===== src/hdl/dpr_pkg.sv =====
// Package for the bridge data parity reporting block
package dpr_pkg;

    // Wishbone register offsets (byte addresses)
    localparam logic [7:0] DPR_CTRL_OFS  = 8'h00;
    localparam logic [7:0] DPR_EVT_OFS   = 8'h04;
    localparam logic [7:0] DPR_STAT_OFS  = 8'h08;
    localparam logic [7:0] DPR_IRQST_OFS = 8'h0c;
    localparam logic [7:0] DPR_IRQEN_OFS = 8'h10;
    localparam logic [7:0] DPR_IRQCL_OFS = 8'h14;

    // Control fields
    localparam int DPR_CTRL_PRESP = 0;
    localparam int DPR_CTRL_SRESP = 1;
    localparam logic [1:0] DPR_CTRL_RST = 2'h0;

    // Event / status bit positions
    localparam int DPR_BIT_PMDPE = 0;
    localparam int DPR_BIT_SMDPE = 1;
    localparam int DPR_BIT_PPERR = 2;
    localparam int DPR_BIT_SPERR = 3;
    localparam int DPR_NEVT      = 4;

    // Parity error signalling delay after the data phase, in clocks
    localparam logic [1:0] DPR_PERR_DLY = 2'h2;
    localparam logic [1:0] DPR_ONE2     = 2'h1;

    typedef enum logic [1:0]
    {
        DPR_READ  = 2'h0,
        DPR_PWR   = 2'h1,
        DPR_DWR   = 2'h2
    } dpr_kind_e;

    // One reported data phase
    typedef struct packed
    {
        logic      valid;
        dpr_kind_e kind;
        logic      upstream;
        logic      on_sec;
        logic      seen_perr;
        logic      compl_phase;
    } dpr_evt_s;

    typedef enum logic [2:0]
    {
        DPR_IDLE  = 3'b001,
        DPR_DRIVE = 3'b010,
        DPR_PARK  = 3'b100
    } dpr_perr_e;

endpackage : dpr_pkg


===== src/hdl/dpr_top.sv =====
// Data parity error reporting for a two port bus bridge
`timescale 1ns/1ps
// Function
// (RULE1) Primary master parity bit: master on primary, primary enable, error seen
// (RULE2) Primary master bit only upstream read/posted/delayed, primary error, enable
// (RULE3) Secondary master parity bit: master on secondary, secondary enable, error
// (RULE4) Secondary master bit only downstream read/posted/delayed, secondary error
// (RULE5) Primary error pin only as write target or read initiator, enable
// (RULE6) Downstream delayed write completion error on secondary drives primary pin
// (RULE7) Primary pin low: upstream read, downstream posted/delayed write primary
// (RULE8) Secondary error pin only as write target or read initiator, enable
// (RULE9) Upstream delayed write completion error on primary drives secondary pin
// (RULE10) Secondary pin low: downstream read, upstream posted/delayed on secondary
// (RULE11) Error pin driven fixed clocks after data phase, parked high, released
module dpr_top
    import dpr_pkg::*;
(
    input  wire logic           CORE_CLK,
    input  wire logic           NRST,
    input  wire logic [7:0]     WB_ADR_I,
    input  wire logic [31:0]    WB_DAT_I,
    output logic      [31:0]    WB_DAT_O,
    input  wire logic [3:0]     WB_SEL_I,
    input  wire logic           WB_WE_I,
    input  wire logic           WB_CYC_I,
    input  wire logic           WB_STB_I,
    output logic                WB_ACK_O,
    input  wire dpr_pkg::dpr_evt_s EVT_I,
    output logic                PRIM_PERR_N_O,
    output logic                PRIM_PERR_OE,
    output logic                SEC_PERR_N_O,
    output logic                SEC_PERR_OE,
    output logic                IRQ_O
);
    import dpr_pkg::*;

    logic [1:0]            ctrl_reg;
    logic [1:0]            stat_reg;
    logic [DPR_NEVT-1:0]   irq_st_reg;
    logic [DPR_NEVT-1:0]   irq_en_reg;
    logic [DPR_NEVT-1:0]   evt_next;
    logic [DPR_NEVT-1:0]   clr_next;
    logic                  p_en;
    logic                  s_en;
    logic                  rd_up;
    logic                  wr_down;
    logic                  set_pm;
    logic                  set_sm;
    logic                  fire_p;
    logic                  fire_s;
    logic                  wb_req;
    logic                  wb_wr;
    logic                  pend_p_reg;
    logic                  pend_s_reg;
    logic                  done_p;
    logic                  done_s;

    assign p_en   = ctrl_reg[DPR_CTRL_PRESP];
    assign s_en   = ctrl_reg[DPR_CTRL_SRESP];
    assign wb_req = WB_CYC_I && WB_STB_I && !WB_ACK_O;
    assign wb_wr  = wb_req && WB_WE_I && WB_SEL_I[0];

    // Upstream read: bridge masters the primary; write downstream: bridge is target on the primary
    assign rd_up   = EVT_I.kind == DPR_READ && EVT_I.upstream;
    assign wr_down = EVT_I.kind != DPR_READ && !EVT_I.upstream;

    // Bridge is primary master for upstream reads and upstream writes
    assign set_pm = EVT_I.valid && EVT_I.upstream && !EVT_I.on_sec
                    && p_en; // see RULE1 see RULE2
    // Bridge is secondary master for downstream transactions
    assign set_sm = EVT_I.valid && !EVT_I.upstream && EVT_I.on_sec
                    && s_en; // see RULE3 see RULE4

    // Primary pin: write target or read initiator on primary (see RULE5)
    always_comb
    begin
        fire_p = 1'b0;
        if (EVT_I.valid && p_en)
        begin
            if (!EVT_I.on_sec && (rd_up || wr_down))
            begin
                fire_p = 1'b1; // see RULE7
            end
            else if (EVT_I.on_sec && EVT_I.kind == DPR_DWR
                     && !EVT_I.upstream && EVT_I.compl_phase
                     && EVT_I.seen_perr && s_en)
            begin
                fire_p = 1'b1; // see RULE6
            end
        end
    end

    // Secondary pin, mirror image of the primary (see RULE8)
    always_comb
    begin
        fire_s = 1'b0;
        if (EVT_I.valid && s_en)
        begin
            if (EVT_I.on_sec && ((EVT_I.kind == DPR_READ
                && !EVT_I.upstream) || (EVT_I.kind != DPR_READ
                && EVT_I.upstream)))
            begin
                fire_s = 1'b1; // see RULE10
            end
            else if (!EVT_I.on_sec && EVT_I.kind == DPR_DWR
                     && EVT_I.upstream && EVT_I.compl_phase
                     && EVT_I.seen_perr && p_en)
            begin
                fire_s = 1'b1; // see RULE9
            end
        end
    end

    assign evt_next = {fire_s, fire_p, set_sm, set_pm};
    assign clr_next = (wb_wr && WB_ADR_I == DPR_IRQCL_OFS)
                      ? WB_DAT_I[DPR_NEVT-1:0] : '0;

    // Master data parity bits are sticky; writing one clears, set wins
    always_ff @(posedge CORE_CLK or negedge NRST)
    begin
        if (!NRST)
        begin
            stat_reg <= '0;
        end
        else
        begin
            // Only the two master bits live here; pin reports go to IRQ
            stat_reg <= (stat_reg & ~((wb_wr && WB_ADR_I == DPR_STAT_OFS)
                        ? WB_DAT_I[1:0] : 2'h0)) | {set_sm, set_pm};
        end
    end

    always_ff @(posedge CORE_CLK or negedge NRST)
    begin
        if (!NRST)
        begin
            irq_st_reg <= '0;
            irq_en_reg <= '0;
            IRQ_O      <= 1'b0;
        end
        else
        begin
            irq_st_reg <= (irq_st_reg & ~clr_next) | evt_next;
            if (wb_wr && WB_ADR_I == DPR_IRQEN_OFS)
            begin
                irq_en_reg <= WB_DAT_I[DPR_NEVT-1:0];
            end
            IRQ_O <= |(irq_st_reg & irq_en_reg);
        end
    end

    // Control register holds both parity error response enables
    always_ff @(posedge CORE_CLK or negedge NRST)
    begin
        if (!NRST)
        begin
            ctrl_reg <= DPR_CTRL_RST;
        end
        else if (wb_wr && WB_ADR_I == DPR_CTRL_OFS)
        begin
            ctrl_reg <= WB_DAT_I[1:0];
        end
    end

    // Pending flags show a pin report in flight
    always_ff @(posedge CORE_CLK or negedge NRST)
    begin
        if (!NRST)
        begin
            pend_p_reg <= 1'b0;
            pend_s_reg <= 1'b0;
        end
        else
        begin
            pend_p_reg <= fire_p || (pend_p_reg && !done_p);
            pend_s_reg <= fire_s || (pend_s_reg && !done_s);
        end
    end

    // Classic Wishbone slave: registered ack one clock after the strobe, unmapped reads as zero
    always_ff @(posedge CORE_CLK or negedge NRST)
    begin
        if (!NRST)
        begin
            WB_ACK_O <= 1'b0;
            WB_DAT_O <= '0;
        end
        else
        begin
            WB_ACK_O <= wb_req;
            WB_DAT_O <= '0;
            if (wb_req && !WB_WE_I)
            begin
                if (WB_ADR_I == DPR_CTRL_OFS)
                begin
                    WB_DAT_O <= {30'h0, ctrl_reg};
                end
                else if (WB_ADR_I == DPR_EVT_OFS)
                begin
                    WB_DAT_O <= {30'h0, pend_s_reg, pend_p_reg};
                end
                else if (WB_ADR_I == DPR_STAT_OFS)
                begin
                    WB_DAT_O <= {30'h0, stat_reg};
                end
                else if (WB_ADR_I == DPR_IRQST_OFS)
                begin
                    WB_DAT_O <= {28'h0, irq_st_reg};
                end
                else if (WB_ADR_I == DPR_IRQEN_OFS)
                begin
                    WB_DAT_O <= {28'h0, irq_en_reg};
                end
            end
        end
    end

    dpr_perr_drv u_prim
    (
        .clk      (CORE_CLK),
        .nrst     (NRST),
        .fire     (fire_p),
        .perr_n_o (PRIM_PERR_N_O),
        .perr_oe  (PRIM_PERR_OE),
        .done     (done_p)
    );

    dpr_perr_drv u_sec
    (
        .clk      (CORE_CLK),
        .nrst     (NRST),
        .fire     (fire_s),
        .perr_n_o (SEC_PERR_N_O),
        .perr_oe  (SEC_PERR_OE),
        .done     (done_s)
    );

    a_pm_cause: assert property (@(posedge CORE_CLK) disable iff (!NRST)
        $rose(stat_reg[DPR_BIT_PMDPE]) |-> $past(p_en && EVT_I.upstream))
        else $error("primary master bit set without cause"); // see RULE2
    a_sm_cause: assert property (@(posedge CORE_CLK) disable iff (!NRST)
        $rose(stat_reg[DPR_BIT_SMDPE]) |-> $past(s_en && !EVT_I.upstream))
        else $error("secondary master bit set without cause"); // see RULE4
    a_pm_set: assert property (@(posedge CORE_CLK) disable iff (!NRST)
        set_pm |=> stat_reg[DPR_BIT_PMDPE])
        else $error("primary master bit missed"); // see RULE1
    a_sm_set: assert property (@(posedge CORE_CLK) disable iff (!NRST)
        set_sm |=> stat_reg[DPR_BIT_SMDPE])
        else $error("secondary master bit missed"); // see RULE3
    a_p_enable: assert property (@(posedge CORE_CLK) disable iff (!NRST)
        fire_p |-> p_en)
        else $error("primary pin fired while disabled"); // see RULE5
    a_s_enable: assert property (@(posedge CORE_CLK) disable iff (!NRST)
        fire_s |-> s_en)
        else $error("secondary pin fired while disabled"); // see RULE8
    a_p_dwr: assert property (@(posedge CORE_CLK) disable iff (!NRST)
        (EVT_I.valid && EVT_I.on_sec && EVT_I.kind == DPR_DWR
         && !EVT_I.upstream && EVT_I.compl_phase && EVT_I.seen_perr
         && p_en && s_en) |=> irq_st_reg[DPR_BIT_PPERR])
        else $error("delayed write error not reported"); // see RULE6
    a_s_dwr: assert property (@(posedge CORE_CLK) disable iff (!NRST)
        (EVT_I.valid && !EVT_I.on_sec && EVT_I.kind == DPR_DWR
         && EVT_I.upstream && EVT_I.compl_phase && EVT_I.seen_perr
         && p_en && s_en) |=> irq_st_reg[DPR_BIT_SPERR])
        else $error("delayed write error not reported"); // see RULE9
    a_p_pos: assert property (@(posedge CORE_CLK) disable iff (!NRST)
        (EVT_I.valid && p_en && !EVT_I.on_sec && EVT_I.upstream
         && EVT_I.kind == DPR_PWR) |-> !fire_p)
        else $error("primary pin on upstream posted"); // see RULE7
    a_s_pos: assert property (@(posedge CORE_CLK) disable iff (!NRST)
        (EVT_I.valid && s_en && EVT_I.on_sec && !EVT_I.upstream
         && EVT_I.kind != DPR_READ) |-> !fire_s)
        else $error("secondary pin on downstream write"); // see RULE10

endmodule : dpr_top


===== src/hdl/dpr_perr_drv.sv =====
// One parity error pin driver with delay, drive-low and drive-high park
`timescale 1ns/1ps
module dpr_perr_drv
    import dpr_pkg::*;
(
    input  wire logic clk,
    input  wire logic nrst,
    input  wire logic fire,
    output logic      perr_n_o,
    output logic      perr_oe,
    output logic      done
);
    dpr_perr_e  state_reg;
    logic [1:0] cnt_reg;
    logic       armed_reg;

    // Data phase seen: wait the fixed delay, then drive low for one clock,
    // then drive high for one clock before releasing (see RULE11)
    always_ff @(posedge clk or negedge nrst)
    begin
        if (!nrst)
        begin
            state_reg <= DPR_IDLE;
            cnt_reg   <= 2'h0;
            armed_reg <= 1'b0;
            perr_n_o  <= 1'b1;
            perr_oe   <= 1'b0;
            done      <= 1'b0;
        end
        else
        begin
            done <= 1'b0;
            case (state_reg)
                DPR_IDLE:
                begin
                    if (fire && !armed_reg)
                    begin
                        armed_reg <= 1'b1;
                        cnt_reg   <= DPR_PERR_DLY - DPR_ONE2;
                    end
                    else if (armed_reg)
                    begin
                        if (cnt_reg == 2'h0)
                        begin
                            state_reg <= DPR_DRIVE;
                            perr_n_o  <= 1'b0;
                            perr_oe   <= 1'b1;
                            armed_reg <= 1'b0;
                        end
                        else
                        begin
                            cnt_reg <= cnt_reg - DPR_ONE2;
                        end
                    end
                end
                DPR_DRIVE:
                begin
                    state_reg <= DPR_PARK;
                    perr_n_o  <= 1'b1;
                    done      <= 1'b1;
                end
                DPR_PARK:
                begin
                    state_reg <= DPR_IDLE;
                    perr_oe   <= 1'b0;
                end
                default:
                begin
                    state_reg <= DPR_IDLE;
                end
            endcase
        end
    end

    a_perr_park: assert property (@(posedge clk) disable iff (!nrst)
        (perr_oe && !perr_n_o) |=> (perr_oe && perr_n_o) ##1 !perr_oe)
        else $error("parity error pin not parked high"); // see RULE11
    a_perr_delay: assert property (@(posedge clk) disable iff (!nrst)
        (fire && state_reg == DPR_IDLE && !armed_reg) |-> ##3 !perr_n_o)
        else $error("parity error not driven after delay"); // see RULE11

endmodule : dpr_perr_drv


===== config.mk =====
export PLATFORM = sky130hd
export DESIGN_NAME = dpr_top
export DESIGN_NICKNAME = d
export VERILOG_FILES = /design/src/hdl/dpr_pkg.sv /design/src/hdl/dpr_top.sv /design/src/hdl/dpr_perr_drv.sv
export SDC_FILE = /design/constraint.sdc
export NUM_CORES = 1
export LEC_CHECK = 0
export BUFFER_PORTS_ARGS = -buffer_cell sky130_fd_sc_hd__clkbuf_2
export CAP_MARGIN = 20
export CORE_ASPECT_RATIO = 1.75
export CORE_MARGIN = 5
export CORE_UTILIZATION = 47
export CTS_BUF_LIST = sky130_fd_sc_hd__clkbuf_8 sky130_fd_sc_hd__clkbuf_16
export CTS_CLUSTER_SIZE = 8
export DETAILED_ROUTE_END_ITERATION = 7
export GPL_ROUTABILITY_DRIVEN = 0
export PLACE_DENSITY = 0.8
export SLEW_MARGIN = 20
export SYNTH_ARGS = -nofsm -noshare
export SYNTH_HDL_FRONTEND = slang
export SYNTH_SLANG_ARGS = --single-unit

===== constraint.sdc =====
create_clock -name CORE_CLK -period 3.3 [get_ports CORE_CLK]
set_input_delay 0.33 -clock CORE_CLK [delete_from_list [all_inputs] [get_ports CORE_CLK]]
set_output_delay 0.33 -clock CORE_CLK [all_outputs]
set_load 0.01 [all_outputs]

# Word-level counts from Yosys, hierarchy flattened

Index checks and enable logic that the tools add are counted.

Flip-flop bits (word level): 66
Output and inout bits: 38
Word-level logic and storage cells: 171
Input bits: 56

Add/subtract/negate cells: 2
Mux-type cells: 52
Reductions and logical operators: 69
Equal/unequal tests: 20
Bitwise gates (word level): 7

Operators with widths:

| kind                                                 | number |
|---|---|
| logical AND 1 bit                                    | 37 |
| two-way mux 4 bit                                    | 7 |
| two-way mux 1 bit                                    | 26 |
| two-way mux 3 bit                                    | 6 |
| equality test 8 x 4 -> 1 bit (second input constant) | 2 |
| equality test 8 x 5 -> 1 bit (second input constant) | 2 |
| AND reduction 4 bit                                  | 4 |
| two-way mux 2 bit                                    | 7 |
| nonzero test 2 bit                                   | 7 |
| != test 2 x 1 -> 1 bit (second input constant)       | 6 |
| case mux 3 bit (2 select lines)                      | 2 |
| AND reduction 3 bit                                  | 4 |
| AND 4 bit                                            | 2 |
| equality test 8 x 3 -> 1 bit (second input constant) | 1 |
| logical NOT 1 bit                                    | 8 |
| logical NOT 8 bit                                    | 1 |
| case mux 1 bit (2 select lines)                      | 4 |
| equality test 3 x 1 -> 1 bit (second input constant) | 2 |
| equality test 3 x 2 -> 1 bit (second input constant) | 2 |
| equality test 3 bit (second input constant)          | 2 |
| logical NOT 2 bit                                    | 3 |
| logical OR 1 bit                                     | 4 |
| != test 2 bit (second input constant)                | 2 |
| inverter 4 bit                                       | 1 |
| 7 further kinds                                      | 8 |

# Longest topological paths before layout

Gate-level depths: netlist (run 1).

Depth in word-level cells: 12
Gate-level depth with buffers: 6

# Cells and area by module

Synthesis (run 1) repeated with hierarchy kept, for this count alone.

Cells, all modules: 195
Area, all modules: 2043.2 sq um

By module, submodules not included:

| module       | times used | seq. area each (sq um) | cells each | area an instance (sq um) |
|---|---|---|---|---|
| dpr_top      | 1          | 500.5                  | 125        | 1244.9 |
| dpr_perr_drv | 2          | 227.7                  | 35         | 399.1 |

# Worst setup path before layout (run 1)

No wires, ideal clock.

Kind: input-to-reg
From: input port WB_ADR_I[5]
To: register irq_en_reg[0]
Setup time: 0.125 ns
Stages on the path: 4
Setup slack: 1.671 ns
Buffers on the path: 0
Arrival time: 1.504 ns
Path through: or4_4 nor2_8 nand4_4 mux2_4

Cells in the longest elaborated chain, start to end: 2

RTL lines:

| item                         | RTL line       | text |
|---|---|---|
| start: declaration           | dpr_top.sv:20  | `input wire logic [7:0] WB_ADR_I,` |
| equality test 8 x 5 -> 1 bit | dpr_top.sv:144 | `if (wb_wr && WB_ADR_I == DPR_IRQEN_OFS)` |
| logical AND 1 bit            | dpr_top.sv:144 |  |
| end signal: assignment       | dpr_top.sv:146 | `irq_en_reg <= WB_DAT_I[DPR_NEVT-1:0];` |
| end: declaration             | dpr_top.sv:40  | `logic [DPR_NEVT-1:0] irq_en_reg;` |

No other way between the ends.
A chain may end at the register's enable or synchronous reset.

# Worst setup path after layout (run 1)

From: register WB_ACK_O
To: register irq_st_reg[2]

Cells in the longest elaborated chain, start to end: 9

RTL lines:

| item                            | RTL line       | text |
|---|---|---|
| start: declaration              | dpr_top.sv:27  | `output logic WB_ACK_O,` |
| start signal: assignment        | dpr_top.sv:190 | `WB_ACK_O <= wb_req;` |
| logical NOT 1 bit               | dpr_top.sv:60  | `assign wb_req = WB_CYC_I && WB_STB_I && !WB_ACK_O;` |
| logical AND 1 bit               | dpr_top.sv:60  |  |
| via wb_req                      | dpr_top.sv:51  | `logic wb_req;` |
| logical AND 1 bit (2 in series) | dpr_top.sv:61  | `assign wb_wr = wb_req && WB_WE_I && WB_SEL_I[0];` |
| logical AND 1 bit               | dpr_top.sv:115 | `assign clr_next = (wb_wr && WB_ADR_I == DPR_IRQCL_OFS)` |
| two-way mux 4 bit               | dpr_top.sv:116 | `? WB_DAT_I[DPR_NEVT-1:0] : '0;` |
| inverter 4 bit                  | dpr_top.sv:143 | `irq_st_reg <= (irq_st_reg & ~clr_next) \| evt_next;` |
| AND 4 bit                       | dpr_top.sv:143 |  |
| bitwise OR 4 bit                | dpr_top.sv:143 |  |
| end signal: assignment          | dpr_top.sv:143 |  |
| end: declaration                | dpr_top.sv:39  | `logic [DPR_NEVT-1:0] irq_st_reg;` |

The timed path passes the listed nets, and every way through them passes these cells.

==> flow_metrics.py, run 1 <==
metrics = {
    "critical_path": {
        "cpPeakStageDelay_ns": 0.37,
        "arrival_ns": 1.75,
        "critPathKind": "flop to flop",
        "path_buf_inv": 1,
        "worstPathMaxFanout": 4,
        "slowest_stage": "dfrtp_1",
        "crit_required_ns": 3.48,
        "worstSetupEndpointType": "flop",
        "cp-start-kind": "flop",
        "crit_family": "simple AND/OR/NAND/NOR gates",
        "crit_chain": "nand3b_1, inv_1, and3_1, nand4_2, a211o_1",
    },
    "route": {
        "num_vias": 1497,
        "ant_nets": 0,
        "firstDrtPassIters": 4,
        "viasPerCell": 5.180,
        "finalWirelength_um": 3882,
        "drc": 0,
        "drt-initial-drc-count": 22,
        "wl_per_cell_um": 13.43,
    },
    "floorplanning": {
        "dieHeight_um": 98.15,
        "io_pins": 94,
        "die_w_um": 60.37,
        "row_count": 32,
        "initial_core_util": 0.4782,
        "dieArea_um2": 5925,
        "core-area_um2": 4364,
    },
    "logic_synthesis": {
        "syn_area_per_cell_um2": 10.44,
        "synth_seq_cells": 38,
        "synth_most_common_cell": "dfrtp_1",
        "synth_cell_types": 48,
        "ys_warn_count": 0,
        "yosys-top-cells-area": "dfrtp_1 (41%), buf_4 (10%), dfstp_2 (5.0%), mux2_4 (2.9%), mux2_2 (2.7%)",
        "ys.flop_type": "dfrtp_1",
        "synth_top_area_share": 0.4077,
        "synth_area_um2": 2087,
        "syn_inst": 200,
        "yosys-top-cells-count": "dfrtp_1 (34), buf_4 (28), nor2_1 (15)",
        "async_flop_share": 1.000,
        "synth_edf_count": 0,
        "seq_area_frac_synth": 0.4580,
        "synth_top_cell_by_area": "dfrtp_1",
    },
    "layout": {
        "num_antenna_cells": 0,
        "final_layout_size_suffix_gt1_frac": 0.2689,
        "final_util": 0.5290,
        "final_nets": 295,
        "final_cells": 289,
        "final-seq-area_um2": 955.9,
        "multi_input_area_um2": 968.4,
        "area_growth_syn_to_layout_pct": 10.61,
        "nFillCells": 405,
    },
    "timing": {
        "min_period_ns": 1.573,
        "setup_tns_ns": 0,
        "hold_viol": 0,
        "clock.fmax_mhz": 635.8,
        "slew_viol_final": 0,
        "whs_ns": 0.1629,
        "fin_crit_sh": 0.4766,
        "fin_worst_skew_ns": 0.004468,
        "setup_viol": 0,
        "max_slew.worst_pin.slew_ns": 0.9129,
        "timing.final.ws_setup_ns": 1.727,
        "rsz0062_at_grt": "false",
        "relSlewSlack": 0.3914,
    },
    "flow_run": {
        "maxCapViolCount": 0,
    },
    "cts": {
        "cts_buffers": 5,
        "clkTransAtPathRegs_ns": 0.07,
        "cts_sinks": 38,
        "ctsHoldBuffers": 0,
        "clock_latency_ns": 0.29,
        "clk_path_buf_depth": 2,
        "cts_resized": 0,
        "htree_num_levels": 2,
        "cts_tree": "yes",
        "post_cts_buffers": 0,
        "clock-root-buffer": "clkbuf_8",
    },
    "global_routing": {
        "antenna_found_initial": 0,
        "grt_pass1_wl_um": 6596,
        "grt_pass1_vias": 1450,
        "grt_overflow": 0,
        "grt_start_max_net_pins": 39,
        "track_usage": 0.1448,
    },
    "placement": {
        "place_inst": 281,
        "dp.final_hpwl_um": 3094,
        "dp_slack_ns": 1.474,
        "io_buffers": 34,
    },
    "pwr": {
        "cellPowerDensity_nw_per_um2": 443.5,
        "peakVddDrop_uv": 268.8,
        "leakagePower_nw": 1.171,
    },
    "hold_path": {
        "worst_hold_path_type": "primary input to asynchronous set/reset pin",
    },
    "status": {
        "outcome": "finished clean",
    },
}
==> through the flow <==
step / cell area [um^2] / power, mW
floorplan: 2188 / 0.6252
global placement: 2200 / 0.6448
detailed placement: 2200 / 0.6508
CTS: 2308 / 1.037
global route: 2308 / 1.075
finish: 2308 / 1.024
==> placed cells by master, fill, tap and decap left out, types with 2 or more instances in the layout <==
cell / instances
clkinv_2: 2
dfstp_2: 4
nand3_1: 2
clkbuf_2: 34
ha_1: 2
nand2b_1: 4
o31ai_1: 7
a22oi_1: 4
nand4_1: 2
nor3_2: 2
and3_1: 5
mux2_4: 4
mux2_2: 5
a211o_1: 3
nor2_1: 15
o21ai_0: 2
dfrtp_1: 34
or3b_2: 2
a21oi_1: 5
conb_1: 28
nand2_1: 14
o22a_1: 4
a221oi_1: 3
o211ai_1: 2
nor2b_1: 6
clkbuf_8: 5
inv_1: 11
nor3b_1: 6
==> cell families after synthesis <==
logic type	count (synthesis)	share of synthesized area
muxes	10	0.06055
other	1	0.001797
buffers and inverters	42	0.1265
adders and majority gates	2	0.01199
AOI/OAI and AO/OA	39	0.1415
DFF	38	0.4580
and+or+nand+nor	68	0.1996
==> worst paths after layout <==
| kind | to | slack (ns) | cells after the start | start |
|---|---|---|---|---|
| min in group CORE_CLK | irq_en_reg[2] | 0.29 | 2 | WB_DAT_I[2] |
| max in group asynchronous | u_sec.state_reg[1] | 2.57 | 1 | NRST |
| worst min register to register | pend_p_reg | 0.41 | 1 | u_prim.done |
| worst max register to register | irq_st_reg[2] | 1.73 | 5 | WB_ACK_O |
| worst min-delay path | u_prim.cnt_reg[0] | 0.16 | 1 | NRST |
| worst max-delay path | irq_st_reg[2] | 1.73 | 5 | WB_ACK_O |
==> report_power, final <==
part / internal, mW / total (mW) / switching [mW]
registers: 0.488 / 0.501 / 0.0134
logic: 0.0589 / 0.139 / 0.0801
clock network: 0.222 / 0.383 / 0.161
==> metal layers <==
layer	track usage	up-vias	wire, um
li1	-	729	-
met2	0.2533	48	2095
met4	0.06143	0	76
met1	0.1602	713	1396
met3	0.03307	7	313
met5	0	-	0
==> cell type report <==
type	instances	area share
multi-input cells	147	0.4195
clock inverters	3	0.01734
inverters	11	0.01789
flip-flops and latches	38	0.4141
clock buffers	5	0.02981
repair buffers	34	0.07371
well taps	51	0.02764
No activity file was read; power rests on OpenSTA's default activity.
==> run 2: changes to the inputs <==
- ABC_AREA: unset -> 1
- clock period: 3.3 -> 1.5 ns (I/O delays scaled with it)
==> flow_metrics.py, run 2 <==
metrics = {
    "critical_path": {
        "crit_chain": "nand3_1, nor2_1, nand2_1, or2_0, nand2_1",
        "worstReg2RegEnd": "u_prim.cnt_reg[1]",
        "slowest_stage": "dfstp_2",
        "crit_required_ns": 1.73,
        "ff2ff_path_depth": 5,
        "cp-start-kind": "flop",
        "arrival_ns": 1.48,
        "crit_start": "u_prim.state_reg[0]",
        "reg2reg_from": "u_prim.state_reg[0]",
        "cpMostUsedCell": "nand2_1",
        "rrSetupSlack_ns": 0.25,
        "worstPathMaxFanout": 5,
        "cpPeakStageDelay_ns": 0.55,
        "worstSetupEndpointType": "flop",
        "critPathKind": "flop to flop",
    },
    "pwr": {
        "peakVddDrop_uv": 780.3,
        "leakagePower_nw": 1.260,
        "cellPowerDensity_nw_per_um2": 877.0,
    },
    "timing": {
        "fin_crit_sh": 0.8356,
        "hold_viol": 0,
        "rsz0062_at_grt": "false",
        "setup_viol": 0,
        "clock.fmax_mhz": 797.8,
        "min_period_ns": 1.253,
        "slew_viol_final": 0,
        "fin_worst_skew_ns": 0.004067,
        "whs_ns": 0.08243,
        "setup_tns_ns": 0,
    },
    "logic_synthesis": {
        "synth_cell_types": 28,
        "synth_top_cell_by_area": "dfrtp_1",
        "ys_warn_count": 0,
        "yosys-top-cells-area": "dfrtp_1 (41%), buf_4 (10%), nand2_1 (9.8%), inv_1 (6.1%), dfstp_2 (5.0%)",
        "synth_area_um2": 2098,
        "synth_xor_area_frac": 0,
        "synth_simple_gate_area_share": 0.2868,
        "syn_inst": 255,
        "synth_seq_cells": 38,
        "syn_area_per_cell_um2": 8.228,
        "synthAdderAreaFrac": 0.01193,
        "ys.flop_type": "dfrtp_1",
        "synth.area.mux_share": 0,
        "async_flop_share": 1.000,
        "synth_top_area_share": 0.4055,
        "synth_most_common_cell": "nand2_1",
        "synth_top_family_by_area": "simple AND/OR/NAND/NOR gates",
        "synth_compound_area_frac": 0.07752,
        "yosys-top-cells-count": "nand2_1 (55), dfrtp_1 (34), inv_1 (34)",
        "seq_area_frac_synth": 0.4556,
        "synth_edf_count": 0,
    },
    "floorplanning": {
        "io_pins": 94,
        "dieArea_um2": 5954,
        "initial_core_util": 0.4808,
        "die_w_um": 60.51,
        "dieHeight_um": 98.39,
        "core-area_um2": 4364,
        "row_count": 32,
    },
    "cts": {
        "cts_buffers": 5,
        "clkTransAtPathRegs_ns": 0.07,
        "cts_sinks": 38,
        "clock_latency_ns": 0.29,
        "htree_num_levels": 2,
        "cts_resized": 0,
        "clk_path_buf_depth": 2,
        "clock-root-buffer": "clkbuf_8",
        "post_cts_buffers": 0,
        "ctsHoldBuffers": 1,
        "cts_tree": "yes",
    },
    "route": {
        "drc": 0,
        "ant_nets": 0,
        "drt-initial-drc-count": 29,
        "viasPerCell": 4.765,
        "wl_per_cell_um": 10.92,
        "firstDrtPassIters": 4,
        "finalWirelength_um": 3810,
        "num_vias": 1663,
    },
    "layout": {
        "final_common_cell": "nand2_1",
        "final_nets": 355,
        "mostFrequentLayoutCells": "nand2_1 (55), inv_1 (37), dfrtp_1 (34), clkbuf_2 (34), conb_1 (28)",
        "final_layout_size_suffix_gt1_frac": 0.2315,
        "area_growth_syn_to_layout_pct": 10.61,
        "num_antenna_cells": 0,
    },
    "flow_run": {
        "maxCapViolCount": 0,
    },
    "status": {
        "outcome": "finished clean",
    },
    "global_routing": {
        "grt_pass1_vias": 1630,
        "track_usage": 0.1450,
        "grt_start_max_net_pins": 39,
        "grt_pass1_wl_um": 6575,
        "antenna_found_initial": 0,
        "grt_overflow": 0,
    },
    "hold_path": {
        "worst_hold_path_type": "primary input to flop",
        "holdPathEnd": "WB_ACK_O",
        "hp-start": "WB_STB_I",
        "whs_path_depth": 3,
    },
    "placement": {
        "dp.final_hpwl_um": 3116,
        "io_buffers": 34,
    },
}
==> run 2: worst max path at each step <==
stage,slack [ns],cells past startpoint,end
after floorplan,0.37,7,u_sec.cnt_reg[1]
after global placement,0.25,7,u_sec.cnt_reg[1]
after detailed placement,0.25,7,u_sec.cnt_reg[1]
after CTS,0.24,7,u_sec.cnt_reg[1]
after global routing,0.12,7,u_sec.cnt_reg[1]
final,0.25,5,u_prim.cnt_reg[1]
==> run 2: per-layer routing <==
metal | up-vias | track usage | part of all wire
met3 | 9 | 0.03571 | 0.078
li1 | 828 | - | -
met5 | - | 0 | 0
met2 | 65 | 0.2500 | 0.52
met1 | 761 | 0.1574 | 0.36
met4 | 0 | 0.07346 | 0.033
==> run 2: area by class of cell <==
class	count	area, um^2
fill	430	2043
sequential	38	955.9
multi-input combinational	179	894.6
timing repair buffer	36	187.7
tap	51	63.81
clock inverter	3	11.26
inverter	37	138.9
clock buffer	5	68.82
==> run 2: report_power, final <==
group          internal [mW]  switching (mW)
sequential              1.09          0.0303
combinational          0.107           0.177
clock                  0.309           0.326
total                   1.50           0.533
==> run 2: worst max-delay path: cells and delay by family, from the launching register on <==
family        cells  cell delay, ns
simple gates      5            0.64
flops             1            0.55
==> run 2: cell families after synthesis <==
| family | count (synthesis) |
|---|---|
| adders and majority gates | 2 |
| other | 1 |
| and+or+nand+nor | 122 |
| buffers and inverters | 65 |
| DFF | 38 |
| AOI/OAI and AO/OA | 27 |
==> run 2: through the flow <==
step / power, mW / area [um^2] / setup WS, ns / util / cells
detailed placement: 1.422 / 2231 / 0.2477 / 0.5112 / 340
finish: 2.035 / 2321 / 0.2466 / 0.5318 / 349
floorplan: 1.359 / 2200 / 0.3656 / - / 282
global route: 2.163 / 2321 / 0.1239 / 0.5318 / 349
global placement: 1.411 / 2231 / 0.2506 / 0.5112 / 340
CTS: 2.065 / 2321 / 0.2383 / 0.5318 / 349
